<file path="src/core/mcor_regs.vh">
// Register offsets, field positions and reset values for the monitor
// configuration and offset registers. Definitions only.
`ifndef MCOR_REGS_VH
`define MCOR_REGS_VH

`define MCOR_ADDR_TREE_TEST 8'h6f
`define MCOR_ADDR_OFS_REMOTE_ONE 8'h70
`define MCOR_ADDR_OFS_ONCHIP 8'h71
`define MCOR_ADDR_OFS_REMOTE_TWO 8'h72
`define MCOR_ADDR_CONFIG_TWO 8'h73

`define MCOR_RST_TREE_TEST 8'h00
`define MCOR_RST_OFFSET 8'h00
`define MCOR_RST_CONFIG_TWO 8'h00

`define MCOR_BIT_TREE_ON 0
`define MCOR_BIT_SENSE_LO 0
`define MCOR_BIT_SENSE_HI 3
`define MCOR_BIT_AVG_OFF 4
`define MCOR_BIT_ATTENUATOR_BYPASS_BYP 5
`define MCOR_BIT_SINGLE 6
`define MCOR_BIT_SHUTDOWN_REQUEST 7

`define MCOR_SEL_LO 5
`define MCOR_SEL_HI 7
`define MCOR_CH_CORE_V 3'h1
`define MCOR_CH_SUPPLY 3'h2
`define MCOR_CH_REMOTE_ONE 3'h5
`define MCOR_CH_ONCHIP 3'h6
`define MCOR_CH_REMOTE_TWO 3'h7

`define MCOR_DUTY_OFF 8'h00
`define MCOR_AVG_COUNT 8'h10

`endif

</file>
<file path="src/core/mcor_offset_add.v">
// Adds a signed half-degree offset to one signed quarter-degree reading.
// Assumes raw readings and their valid pulse come from logic on clk.
`timescale 1ns/1ps
`include "mcor_regs.vh"

module mcor_offset_add #(
  parameter TW = 10
) (
  input wire clk,
  input wire rst,
  input wire [TW-1:0] raw_temp,
  input wire raw_valid,
  input wire [7:0] offset,
  output reg [TW-1:0] temp_out,
  output reg temp_valid
);

  wire signed [TW+1:0] raw_ext = {{2{raw_temp[TW-1]}}, raw_temp};
  // Offset step is two reading steps, hence the shift
  wire signed [TW+1:0] ofs_ext = {{(TW-7){offset[7]}}, offset, 1'b0};
  wire signed [TW+1:0] sum = raw_ext + ofs_ext;
  wire [TW-1:0] max_pos = {1'b0, {(TW-1){1'b1}}};
  wire [TW-1:0] max_neg = {1'b1, {(TW-1){1'b0}}};
  reg [TW-1:0] next_temp;

  // Saturate rather than wrap so a hot sensor never reads cold
  always @* begin
    if (sum[TW+1] && !(&sum[TW:TW-1]))
      next_temp = max_neg;
    else if (!sum[TW+1] && (|sum[TW:TW-1]))
      next_temp = max_pos;
    else
      next_temp = sum[TW-1:0];
  end

  always @(posedge clk or posedge rst) begin
    if (rst) begin
      temp_out <= {TW{1'b0}};
      temp_valid <= 1'b0;
    end else begin
      temp_valid <= raw_valid;
      if (raw_valid)
        temp_out <= next_temp;
    end
  end

endmodule // mcor_offset_add

</file>
<file path="src/core/mcor_single_channel_convert_seq.v">
// Conversion sequencer: round robin over all inputs or one fixed input.
// Assumes single_channel_convert_done is a one-cycle pulse from the converter on clk.
`timescale 1ns/1ps
`include "mcor_regs.vh"

module mcor_single_channel_convert_seq #(
  parameter [7:0] AVG_COUNT = `MCOR_AVG_COUNT
) (
  input wire clk,
  input wire rst,
  input wire run,
  input wire single_mode,
  input wire [2:0] single_code,
  input wire avg_off,
  input wire single_channel_convert_done,
  output reg single_channel_convert_start,
  output reg [2:0] single_channel_convert_chan,
  output reg slot_done
);

  localparam S_IDLE = 2'd0;
  localparam S_START = 2'd1;
  localparam S_WAIT = 2'd2;

  reg [1:0] state;
  reg [7:0] reps;

  function is_valid_code;
    input [2:0] code;
    begin
      is_valid_code = (code == `MCOR_CH_CORE_V) || (code == `MCOR_CH_SUPPLY) ||
                      (code[2] && (code != 3'h4));
    end
  endfunction

  function [2:0] next_in_ring;
    input [2:0] code;
    begin
      case (code)
        `MCOR_CH_CORE_V: next_in_ring = `MCOR_CH_SUPPLY;
        `MCOR_CH_SUPPLY: next_in_ring = `MCOR_CH_REMOTE_ONE;
        `MCOR_CH_REMOTE_ONE: next_in_ring = `MCOR_CH_ONCHIP;
        `MCOR_CH_ONCHIP: next_in_ring = `MCOR_CH_REMOTE_TWO;
        default: next_in_ring = `MCOR_CH_CORE_V;
      endcase
    end
  endfunction

  wire [2:0] first_chan = single_mode ? single_code : `MCOR_CH_CORE_V;
  wire [7:0] need = avg_off ? 8'h01 : AVG_COUNT;

  always @(posedge clk or posedge rst) begin
    if (rst) begin
      state <= S_IDLE;
      reps <= 8'h00;
      single_channel_convert_start <= 1'b0;
      single_channel_convert_chan <= `MCOR_CH_CORE_V;
      slot_done <= 1'b0;
    end else begin
      single_channel_convert_start <= 1'b0;
      slot_done <= 1'b0;
      case (state)
        S_IDLE: begin
          // Reserved single codes leave the converter idle
          if (run && (!single_mode || is_valid_code(single_code))) begin
            single_channel_convert_chan <= first_chan;
            reps <= 8'h00;
            state <= S_START;
          end
        end
        S_START: begin
          single_channel_convert_start <= 1'b1;
          state <= S_WAIT;
        end
        S_WAIT: begin
          if (single_channel_convert_done) begin
            if (reps + 8'h01 >= need) begin
              slot_done <= 1'b1;
              reps <= 8'h00;
              if (!run || (single_mode && !is_valid_code(single_code)))
                state <= S_IDLE;
              else begin
                single_channel_convert_chan <= single_mode ? single_code : next_in_ring(single_channel_convert_chan);
                state <= S_START;
              end
            end else begin
              reps <= reps + 8'h01;
              state <= S_START;
            end
          end
        end
        default: state <= S_IDLE;
      endcase
    end
  end

endmodule // mcor_single_channel_convert_seq

</file>
<file path="src/core/mcor_top.v">
// Test enable, temperature offset and second configuration registers,
// with the logic they steer: offsets, sequencing, shutdown, sensing.
// Assumes the serial port, converter and PWM engine share clk.
`timescale 1ns/1ps
`include "mcor_regs.vh"

module mcor_top #(
  parameter TW = 10,
  parameter NPWM = 3,
  parameter NFAN = 4,
  parameter [7:0] AVG_COUNT = `MCOR_AVG_COUNT
) (
  input wire clk,
  input wire rst,
  input wire [7:0] reg_addr,
  input wire reg_wr,
  input wire reg_rd,
  input wire [7:0] reg_wdata,
  input wire cfg_lock,
  output reg [7:0] reg_rdata,
  output reg reg_hit,
  input wire [7:0] tach1_min_hi,
  input wire low_freq_mode,
  input wire pwm_polarity_invert,
  input wire [NPWM-1:0] pwm_drive,
  input wire [8*NPWM-1:0] duty_now,
  output reg [NPWM-1:0] pwm_out,
  output reg [8*NPWM-1:0] duty_read,
  input wire [3*TW-1:0] raw_temp,
  input wire [2:0] raw_valid,
  output wire [3*TW-1:0] temp_corr,
  output wire [2:0] temp_valid,
  input wire single_channel_convert_done,
  output wire single_channel_convert_start,
  output wire [2:0] single_channel_convert_chan,
  output wire slot_done,
  output wire tree_test_on,
  output wire [NFAN-1:0] fan_two_wire_sense,
  output wire averaging_off,
  output wire attenuator_bypass,
  output wire core_voltage_input,
  output wire single_channel_convert,
  output wire shutdown_request
);

  ////////////////////////////////////////////////////////////////////////
  // Register storage

  reg tree_bit;
  reg [7:0] ofs_remote_one;
  reg [7:0] ofs_onchip;
  reg [7:0] ofs_remote_two;
  reg [7:0] cfg_two;

  // One decode per register, shared by write and read paths
  function [4:0] decode;
    input [7:0] a;
    begin
      decode[0] = (a == `MCOR_ADDR_TREE_TEST);
      decode[1] = (a == `MCOR_ADDR_OFS_REMOTE_ONE);
      decode[2] = (a == `MCOR_ADDR_OFS_ONCHIP);
      decode[3] = (a == `MCOR_ADDR_OFS_REMOTE_TWO);
      decode[4] = (a == `MCOR_ADDR_CONFIG_TWO);
    end
  endfunction

  wire [4:0] sel = decode(reg_addr);
  // Lock turns the whole bank read-only
  wire wr_ok = reg_wr && !cfg_lock;

  ////////////////////////////////////////////////////////////////////////
  // Write path

  always @(posedge clk or posedge rst) begin
    if (rst) begin
      tree_bit <= 1'b0;
      ofs_remote_one <= `MCOR_RST_OFFSET;
      ofs_onchip <= `MCOR_RST_OFFSET;
      ofs_remote_two <= `MCOR_RST_OFFSET;
      cfg_two <= `MCOR_RST_CONFIG_TWO;
    end else if (wr_ok) begin
      if (sel[0])
        // Unused upper bits are not stored
        tree_bit <= reg_wdata[`MCOR_BIT_TREE_ON];
      if (sel[1])
        ofs_remote_one <= reg_wdata;
      if (sel[2])
        ofs_onchip <= reg_wdata;
      if (sel[3])
        ofs_remote_two <= reg_wdata;
      if (sel[4])
        cfg_two <= reg_wdata;
    end
  end

  ////////////////////////////////////////////////////////////////////////
  // Read path: data one cycle after the read strobe

  reg [7:0] next_rdata;

  always @* begin
    next_rdata = 8'h00;
    case (1'b1)
      sel[0]: next_rdata = {7'h00, tree_bit};
      sel[1]: next_rdata = ofs_remote_one;
      sel[2]: next_rdata = ofs_onchip;
      sel[3]: next_rdata = ofs_remote_two;
      sel[4]: next_rdata = cfg_two;
      default: next_rdata = 8'h00;
    endcase
  end

  always @(posedge clk or posedge rst) begin
    if (rst) begin
      reg_rdata <= 8'h00;
      reg_hit <= 1'b0;
    end else begin
      reg_hit <= reg_rd && (|sel);
      if (reg_rd)
        reg_rdata <= next_rdata;
    end
  end

  ////////////////////////////////////////////////////////////////////////
  // Mode outputs

  assign tree_test_on = tree_bit;
  assign averaging_off = cfg_two[`MCOR_BIT_AVG_OFF];
  assign attenuator_bypass = cfg_two[`MCOR_BIT_ATTENUATOR_BYPASS_BYP];
  // Core input runs without attenuation when bypassed
  assign core_voltage_input = !cfg_two[`MCOR_BIT_ATTENUATOR_BYPASS_BYP];
  assign single_channel_convert = cfg_two[`MCOR_BIT_SINGLE];
  assign shutdown_request = cfg_two[`MCOR_BIT_SHUTDOWN_REQUEST];

  // Two-wire sensing only matters with low frequency drive
  genvar f;
  generate
    for (f = 0; f < NFAN; f = f + 1) begin : g_sense
      assign fan_two_wire_sense[f] =
        cfg_two[`MCOR_BIT_SENSE_LO + f] && low_freq_mode;
    end
  endgenerate

  ////////////////////////////////////////////////////////////////////////
  // Offset correction ahead of storage, limits and fan loops

  wire [23:0] ofs_all = {ofs_remote_two, ofs_onchip, ofs_remote_one};

  genvar c;
  generate
    for (c = 0; c < 3; c = c + 1) begin : g_ofs
      mcor_offset_add #(
        .TW(TW)
      ) u_add (
        .clk(clk),
        .rst(rst),
        .raw_temp(raw_temp[c*TW +: TW]),
        .raw_valid(raw_valid[c]),
        .offset(ofs_all[c*8 +: 8]),
        .temp_out(temp_corr[c*TW +: TW]),
        .temp_valid(temp_valid[c])
      );
    end
  endgenerate

  ////////////////////////////////////////////////////////////////////////
  // Conversion sequencing

  // Shutdown stops conversions; selected code from tach one minimum high
  wire [2:0] single_code = tach1_min_hi[`MCOR_SEL_HI:`MCOR_SEL_LO];

  mcor_single_channel_convert_seq #(
    .AVG_COUNT(AVG_COUNT)
  ) u_seq (
    .clk(clk),
    .rst(rst),
    .run(!shutdown_request),
    .single_mode(single_channel_convert),
    .single_code(single_code),
    .avg_off(averaging_off),
    .single_channel_convert_done(single_channel_convert_done),
    .single_channel_convert_start(single_channel_convert_start),
    .single_channel_convert_chan(single_channel_convert_chan),
    .slot_done(slot_done)
  );

  ////////////////////////////////////////////////////////////////////////
  // Shutdown of PWM drive and duty readback

  // Fan-off level is low, or high under inversion
  wire off_level = pwm_polarity_invert;

  always @(posedge clk or posedge rst) begin
    if (rst) begin
      pwm_out <= {NPWM{1'b0}};
      duty_read <= {(8*NPWM){1'b0}};
    end else if (shutdown_request) begin
      pwm_out <= {NPWM{off_level}};
      duty_read <= {NPWM{`MCOR_DUTY_OFF}};
    end else begin
      pwm_out <= pwm_drive;
      duty_read <= duty_now;
    end
  end

endmodule // mcor_top

</file>
<file path="config.mk">
export PLATFORM = sky130hd
export DESIGN_NAME = mcor_top
export DESIGN_NICKNAME = d
export VERILOG_FILES = /design/src/core/mcor_offset_add.v /design/src/core/mcor_single_channel_convert_seq.v /design/src/core/mcor_top.v
export VERILOG_INCLUDE_DIRS = /design/src /design/src/core
export SDC_FILE = /design/constraint.sdc
export NUM_CORES = 1
export LEC_CHECK = 0
export BUFFER_PORTS_ARGS = -buffer_cell sky130_fd_sc_hd__buf_4
export CAP_MARGIN = 20
export CORE_MARGIN = 5
export CORE_UTILIZATION = 57
export DETAILED_ROUTE_END_ITERATION = 6
export PLACE_DENSITY_LB_ADDON = 0.15
export SYNTH_ARGS = -nofsm -noshare
export SYNTH_HDL_FRONTEND = slang
export SYNTH_SLANG_ARGS = --single-unit
export TNS_END_PERCENT = 10
</file>
<file path="constraint.sdc">
create_clock -name clk -period 5.9 [get_ports clk]
set_input_delay 0.59 -clock clk [delete_from_list [all_inputs] [get_ports clk]]
set_output_delay 0.59 -clock clk [all_outputs]
set_load 0.02 [all_outputs]
</file>
* Word-level counts from Yosys, hierarchy flattened
Index checks and enable logic that the tools add are counted.
** Operators by class
- Add/sub/neg operators :: 4
- Multipliers :: 0
- Div/mod/pow operators :: 0
- Order comparisons :: 1
- Equal/unequal tests :: 18
- Shift-type cells :: 0
- Muxes and demuxes :: 35
- Bitwise gates (word level) :: 0
- Reductions and logical operators :: 47
** Operator list (count)
- 8-bit 2-to-1 mux :: 8
- 10-bit 2-to-1 mux :: 6
- 8-bit by 7-bit == test with 1-bit output, second input constant :: 5
- 10-bit by 9-bit adder with 11-bit output :: 3
- 24-bit 2-to-1 mux :: 1
- 3-bit 2-to-1 mux :: 7
- 2-bit AND reduction :: 9
- 8-bit one-hot mux with 2 select lines :: 1
- 1-bit logical AND :: 15
- 3-bit one-hot mux with 4 select lines :: 1
- 1-bit logical NOT :: 11
- 8-bit by 1-bit adder with 8-bit output, second input constant :: 1
- 8-bit greater-or-equal comparator :: 1
- 3-bit by 1-bit == test with 1-bit output, second input constant :: 2
- 3-bit by 2-bit == test with 1-bit output, second input constant :: 2
- 3-bit == test, second input constant :: 2
- 1-bit 2-to-1 mux :: 6
- 2-bit one-hot mux with 3 select lines :: 1
- 3-bit one-hot mux with 2 select lines :: 1
- 2-bit OR reduction :: 3
- 5-bit 2-to-1 mux :: 1
- 5-bit AND reduction :: 1
- 5-bit OR reduction :: 1
- 1-bit logical OR :: 4
- other kinds (9) :: 12
** Word-level totals
- Register bits :: 117
- Bits in latches :: 0
- Bits in writable memories :: 0
- Memory bits (read-only) :: 0
- Memories :: 0

* Depth between registers and ports, before layout
- Depth after elaboration :: 10
- Mapped depth :: 10
- Mapped depth without buffers :: 9

* Hierarchy
Synthesis repeated with hierarchy kept, for this count alone.
** Unflattened totals
- Cell total of the unflattened synthesis :: 592
- Area, all modules :: 6299.8 um^2
** Modules (own cells, without submodules)
- mcor_top :: times used 1, cells each 220, area each 2835.2 um^2, sequential area each 1726.7 um^2
- mcor_offset_add at g_ofs[1].u_add ... :: times used 2, cells each 98, area each 834.6 um^2, sequential area each 275.3 um^2
- mcor_single_channel_convert_seq :: times used 1, cells each 84, area each 899.6 um^2, sequential area each 376.6 um^2
- mcor_offset_add at g_ofs[0].u_add :: times used 1, cells each 92, area each 895.9 um^2, sequential area each 275.3 um^2

* Worst setup path before layout
OpenSTA, ideal clock, no wires.
- Path type :: in2reg
- Start :: in raw_temp[1]
- End :: reg g_ofs[0].u_add.temp_out[0]
- Setup time :: 0.154 ns
- Arrival time :: 2.268 ns
- Setup slack :: 3.478 ns
- Cell stages on the path :: 9
- Cells stage by stage :: ha_1 -> inv_1 -> fa_1 -> nand2b_1 -> a21o_1 -> a31oi_2 -> nand4b_1 -> o311ai_2 -> o22ai_1
** Between the ends
- Cells in the longest elaborated chain, start to end :: 5
- Elaborated cells between the ends (all ways) :: 9
- Classes of those cells :: add/sub (1); mux (2); reduce/logical (6)
** Ends and longest elaborated chain
- start, declared :: line mcor_top.v:29 : input wire [3*TW-1:0] raw_temp,
- 10-bit by 9-bit adder with 11-bit output (*) :: line mcor_offset_add.v:21 : wire signed [TW+1:0] sum = raw_ext + ofs_ext;
- 2-bit OR reduction (tied with other cells) :: line mcor_offset_add.v:30 : else if (!sum[TW+1] && (|sum[TW:TW-1]))
- 1-bit logical AND or 1-bit logical NOT (tied branches) :: line mcor_offset_add.v:30, mcor_offset_add.v:28
- 10-bit 2-to-1 mux or 1-bit logical AND (tied branches) :: line mcor_offset_add.v:30, mcor_offset_add.v:28
- 10-bit 2-to-1 mux (*) :: line mcor_offset_add.v:28 : if (sum[TW+1] && !(&sum[TW:TW-1]))
- end signal, assigned :: line mcor_offset_add.v:38 : temp_out <= {TW{1'b0}};
- end signal, assigned :: line mcor_offset_add.v:43 : temp_out <= next_temp;
- end, declared :: line mcor_offset_add.v:14 : output reg [TW-1:0] temp_out,
Every way passes the cells marked *; elsewhere a longest branch is shown, timed or not.
A chain may end at the register's enable or synchronous reset.

* Worst setup path in the final report
- Start :: reg ofs_remote_two[0]
- End :: reg g_ofs[2].u_add.temp_out[8]
** Between the ends
- Cells in the longest elaborated chain, start to end :: 5
- Elaborated cells between the ends (all ways) :: 9
- Classes of those cells :: add/sub (1); mux (2); reduce/logical (6)
** Ends and longest elaborated chain
- start, declared :: line mcor_top.v:52 : reg [7:0] ofs_remote_two;
- start signal, assigned :: line mcor_top.v:79 : ofs_remote_two <= `MCOR_RST_OFFSET;
- start signal, assigned :: line mcor_top.v:90 : ofs_remote_two <= reg_wdata;
- 10-bit by 9-bit adder with 11-bit output (*) :: line mcor_offset_add.v:21
- 2-bit OR reduction (tied with other cells) :: line mcor_offset_add.v:30
- 1-bit logical AND or 1-bit logical NOT (tied branches) :: line mcor_offset_add.v:30, mcor_offset_add.v:28
- 10-bit 2-to-1 mux or 1-bit logical AND (tied branches) :: line mcor_offset_add.v:30, mcor_offset_add.v:28
- 10-bit 2-to-1 mux (*) :: line mcor_offset_add.v:28
- end signal, assigned :: line mcor_offset_add.v:38
- end signal, assigned :: line mcor_offset_add.v:43
- end, declared :: line mcor_offset_add.v:14
Marked as above.

==> results.md <==
- Asr flop ratio synth: 1.000
- Tcrit/Tclk final: 0.4859
- Grt total ovfl: 0
- Critical path fanouts, max: 13
- Hpwl dp: ~12,000 µm
- Die Height: between 100 and 150 µm
- Reg2reg setup slack: roughly 3.0 ns
- R2R depth: 9
- Slew headroom: 0.2756
- Area leader, netlist: dfrtp_1
- Mean post-synth cell area: roughly 11 µm²
- Sequential Power Share: 0.387
- Sum Neg Setup Slack: 0 ns
- Synth warnings: 0
- Sw Pwr: just over 0.6 mW
- Sw frac: 0.2655
- Wirelength, routed: around 16,000 µm
- FMAX: roughly 350 MHz
- Vias in the first global route: approximately 5.4k
- CORE AREA: between 10,000 and 15,000 µm²
- Post-synth EDFFs: 0
- Global Route Usage Sum: 0.2498
- Syn-to-layout area delta: 31.59%
- Max cap viols: 0
- I/O Buffers: 170
- Final #Nets: slightly below 900
- Smallest hold slack: ~0.13 ns
- Largest cells by area after synthesis: dfrtp_1 47%, ha_1 6.4%, mux2_2 4.5%
- P_leak: roughly 4.0 nW
- Initial drt markers: approximately 320
- Data arrival time of the worst path: between 3 and 4 ns
- Worst hold path class: in2async
- Clock Skews: around 0.015 ns
- Post-Syn Area: slightly above 6000 µm²
- Share of layout cells above drive strength 1: 0.3368
- Post-layout min period: 2.867 ns
- PD cells: about 290 nW/µm²
- Post-synth top flop: dfrtp_1
- Mapped Cells: about 570
- # diodes: 0
- Slew Limit Fails: 0
- Post-synth top area share: 0.4657
- Comb power frac: 0.183
- Hold Vio Cnt, Final: 0
- DRT antenna net count: 0
- Peak supply drop: approximately 220 µV
- Unrepaired setup endpoints after global routing: no
- CTS tree: done
- Routability Congestion: around 0.81
- Clock buffer count from CTS: 17
- Top cells by count, synth: 116 x dfrtp_1, 62 x inv_1, 34 x o22ai_1
- Status: complete, no violations
- H-tree depth: 4
- Critical path endpoint category: flop
- Clock transition at path regs: ~0.06 ns
- Worst path required time: 6.33 ns
- WL per Instance: between 15 and 20 µm
- Synth unique cells: just under 70
- Top Ports: roughly 180
- Drt pass-1 iters: 5
- Seq/Total Area, Yosys: 0.4699
- Vias per cell: about 5.6
- Synth Register Bits: 117
- First-pass GRT wire length: around 26,000 µm
- Setup violators final: 0
- Worst skew pair latency: ~0.52 ns
- Die W: 114.6 µm
- R2r startpoint: ofs_remote_two[0]$_DFFE_PP0P_
- Post-cts sizing count: 0
- Worst Max-Slew Pin Slew: between 1 and 1.5 ns
- Largest net degree at the start of global routing: 74
- Vias: 5,079
- Die ar.: approximately 13,000 µm²
- Clk root buf: clkbuf_8
- Most common cell in the netlist: dfrtp_1
- Rows: 38
- Hold Buf Count CTS: 0
- Reg-to-reg endpoint: g_ofs[2].u_add.temp_out[8]$_DFFE_PP0P_
- Worst Path Class, Setup: reg2reg
- Starting Density: 0.5776
- Clock Sinks: roughly 120
- Longest Clk Path Bufs: 2
- Clock power share: 0.431
- Crit path launch type: flop
- Initial antenna violation count: 0
- Internal power: between 1.5 and 2 mW
- DRC: 0
- Mapped Nets: 700
- # Post-CTS Setup Buffers: 0
-- state kept, by name, summed over array words and instances, names as in the netlist --
register / count
reg_rdata: 8
tree_test_on: 1
u_seq.slot_done: 1
ofs_remote_one: 8
ofs_remote_two: 8
cfg_two: 8
reg_hit: 1
u_seq.single_channel_convert_start: 1
g_ofs.u_add.temp_valid: 3
ofs_onchip: 8
u_seq.single_channel_convert_chan: 3
g_ofs.u_add.temp_out: 30
pwm_out: 3
duty_read: 24
u_seq.reps: 8
u_seq.state: 2
-- power by group through the flow --
stage	Sequential (mW)	Clock [mW]	Combinational, mW
2_1_floorplan	0.961	0	0.220
4_1_cts	0.909	1.03	0.433
6_report	0.909	1.01	0.429
3_3_place_gp	0.917	0	0.414
5_1_grt	0.917	1.07	0.471
3_5_place_dp	0.921	0	0.430
-- worst max-delay path by stage --
stage                                        from                                      to  slack [ns]
global route        ofs_remote_two[3]$_DFFE_PP0P_  g_ofs[2].u_add.temp_out[8]$_DFFE_PP0P_        2.83
detailed placement                   raw_temp[21]  g_ofs[2].u_add.temp_out[8]$_DFFE_PP0P_        2.86
CTS                 ofs_remote_two[0]$_DFFE_PP0P_  g_ofs[2].u_add.temp_out[8]$_DFFE_PP0P_        3.06
floorplan                                     rst                  cfg_two[0]$_DFFE_PP0P_        2.21
global placement                     raw_temp[21]  g_ofs[2].u_add.temp_out[8]$_DFFE_PP0P_        3.05
finish              ofs_remote_two[0]$_DFFE_PP0P_  g_ofs[2].u_add.temp_out[8]$_DFFE_PP0P_        3.03
-- area by class of cell --
class                   instances  area [µm²]
inverters                      63       239.0
clock buffers                  28       515.5
clock inverters                 4       70.07
repair buffers                172        1291
multi-input cells             376        2983
flip-flops and latches        117        2929
fillers                       717        2590
well taps                     140       175.2
-- kinds of logic (layout without fill, tap and decap cells) --
group	Yosys count	after routing	share of synthesized area
DFF	117	117	0.4699
buffers and inverters	80	267	0.05159
AOI/OAI and AO/OA	142	142	0.1560
muxes	44	44	0.09394
adders and majority gates	35	35	0.07387
xor gates and xnor gates	18	18	0.02529
and+or+nand+nor	137	137	0.1295
-- per-stage QoR --
step / cell area [µm²] / total power, mW / worst slack, ns / cells / utilization
final: 8203 / 2.350 / 3.033 / 900 / 0.7600
after detailed placement: 7617 / 1.351 / 2.864 / 868 / 0.7058
after CTS: 8203 / 2.367 / 3.058 / 900 / 0.7600
after global placement: 7617 / 1.331 / 3.051 / 868 / 0.7058
after floorplan: 6233 / 1.181 / 2.211 / 573 / -
after global routing: 8203 / 2.456 / 2.828 / 900 / 0.7600
-- critical path, cell delays in order, from the launching register on --
cell and delay, ns:
dfrtp_1 0.39, ha_1 0.19, inv_1 0.06, fa_1 0.41, nor2b_1 0.19, o31a_1 0.21
a21oi_1 0.10, xnor2_1 0.76, o21ai_0 0.29, o22ai_1 0.20
-- metal layers --
metal	vias to the layer above	wire (µm)	global-route usage
met4	0	437	0.1045
li1	2401	-	-
met3	38	1253	0.08615
met1	2473	6154	0.2952
met2	167	7826	0.4152
met5	-	0	0
-- cell usage in the layout, fill, tap and decap left out, drive strengths merged, types with 3 or more instances in the layout --
cell	instances
buf	172
dfrtp	116
inv	63
o22ai	34
mux2	33
a21oi	32
ha	32
nor2b	31
clkbuf	28
o21ai	25
nor2	23
nand2	19
nor3	13
and2	10
nand3	10
xor2	9
xnor2	9
mux4	8
and3b	7
a211oi	6
a21o	5
o21a	5
a31oi	5
a22oi	4
nand2b	4
nand3b	4
o211ai	4
o41ai	4
o31a	3
nor3b	3
or3	3
mux2i	3
fa	3
No activity file was read; power rests on OpenSTA's default activity.
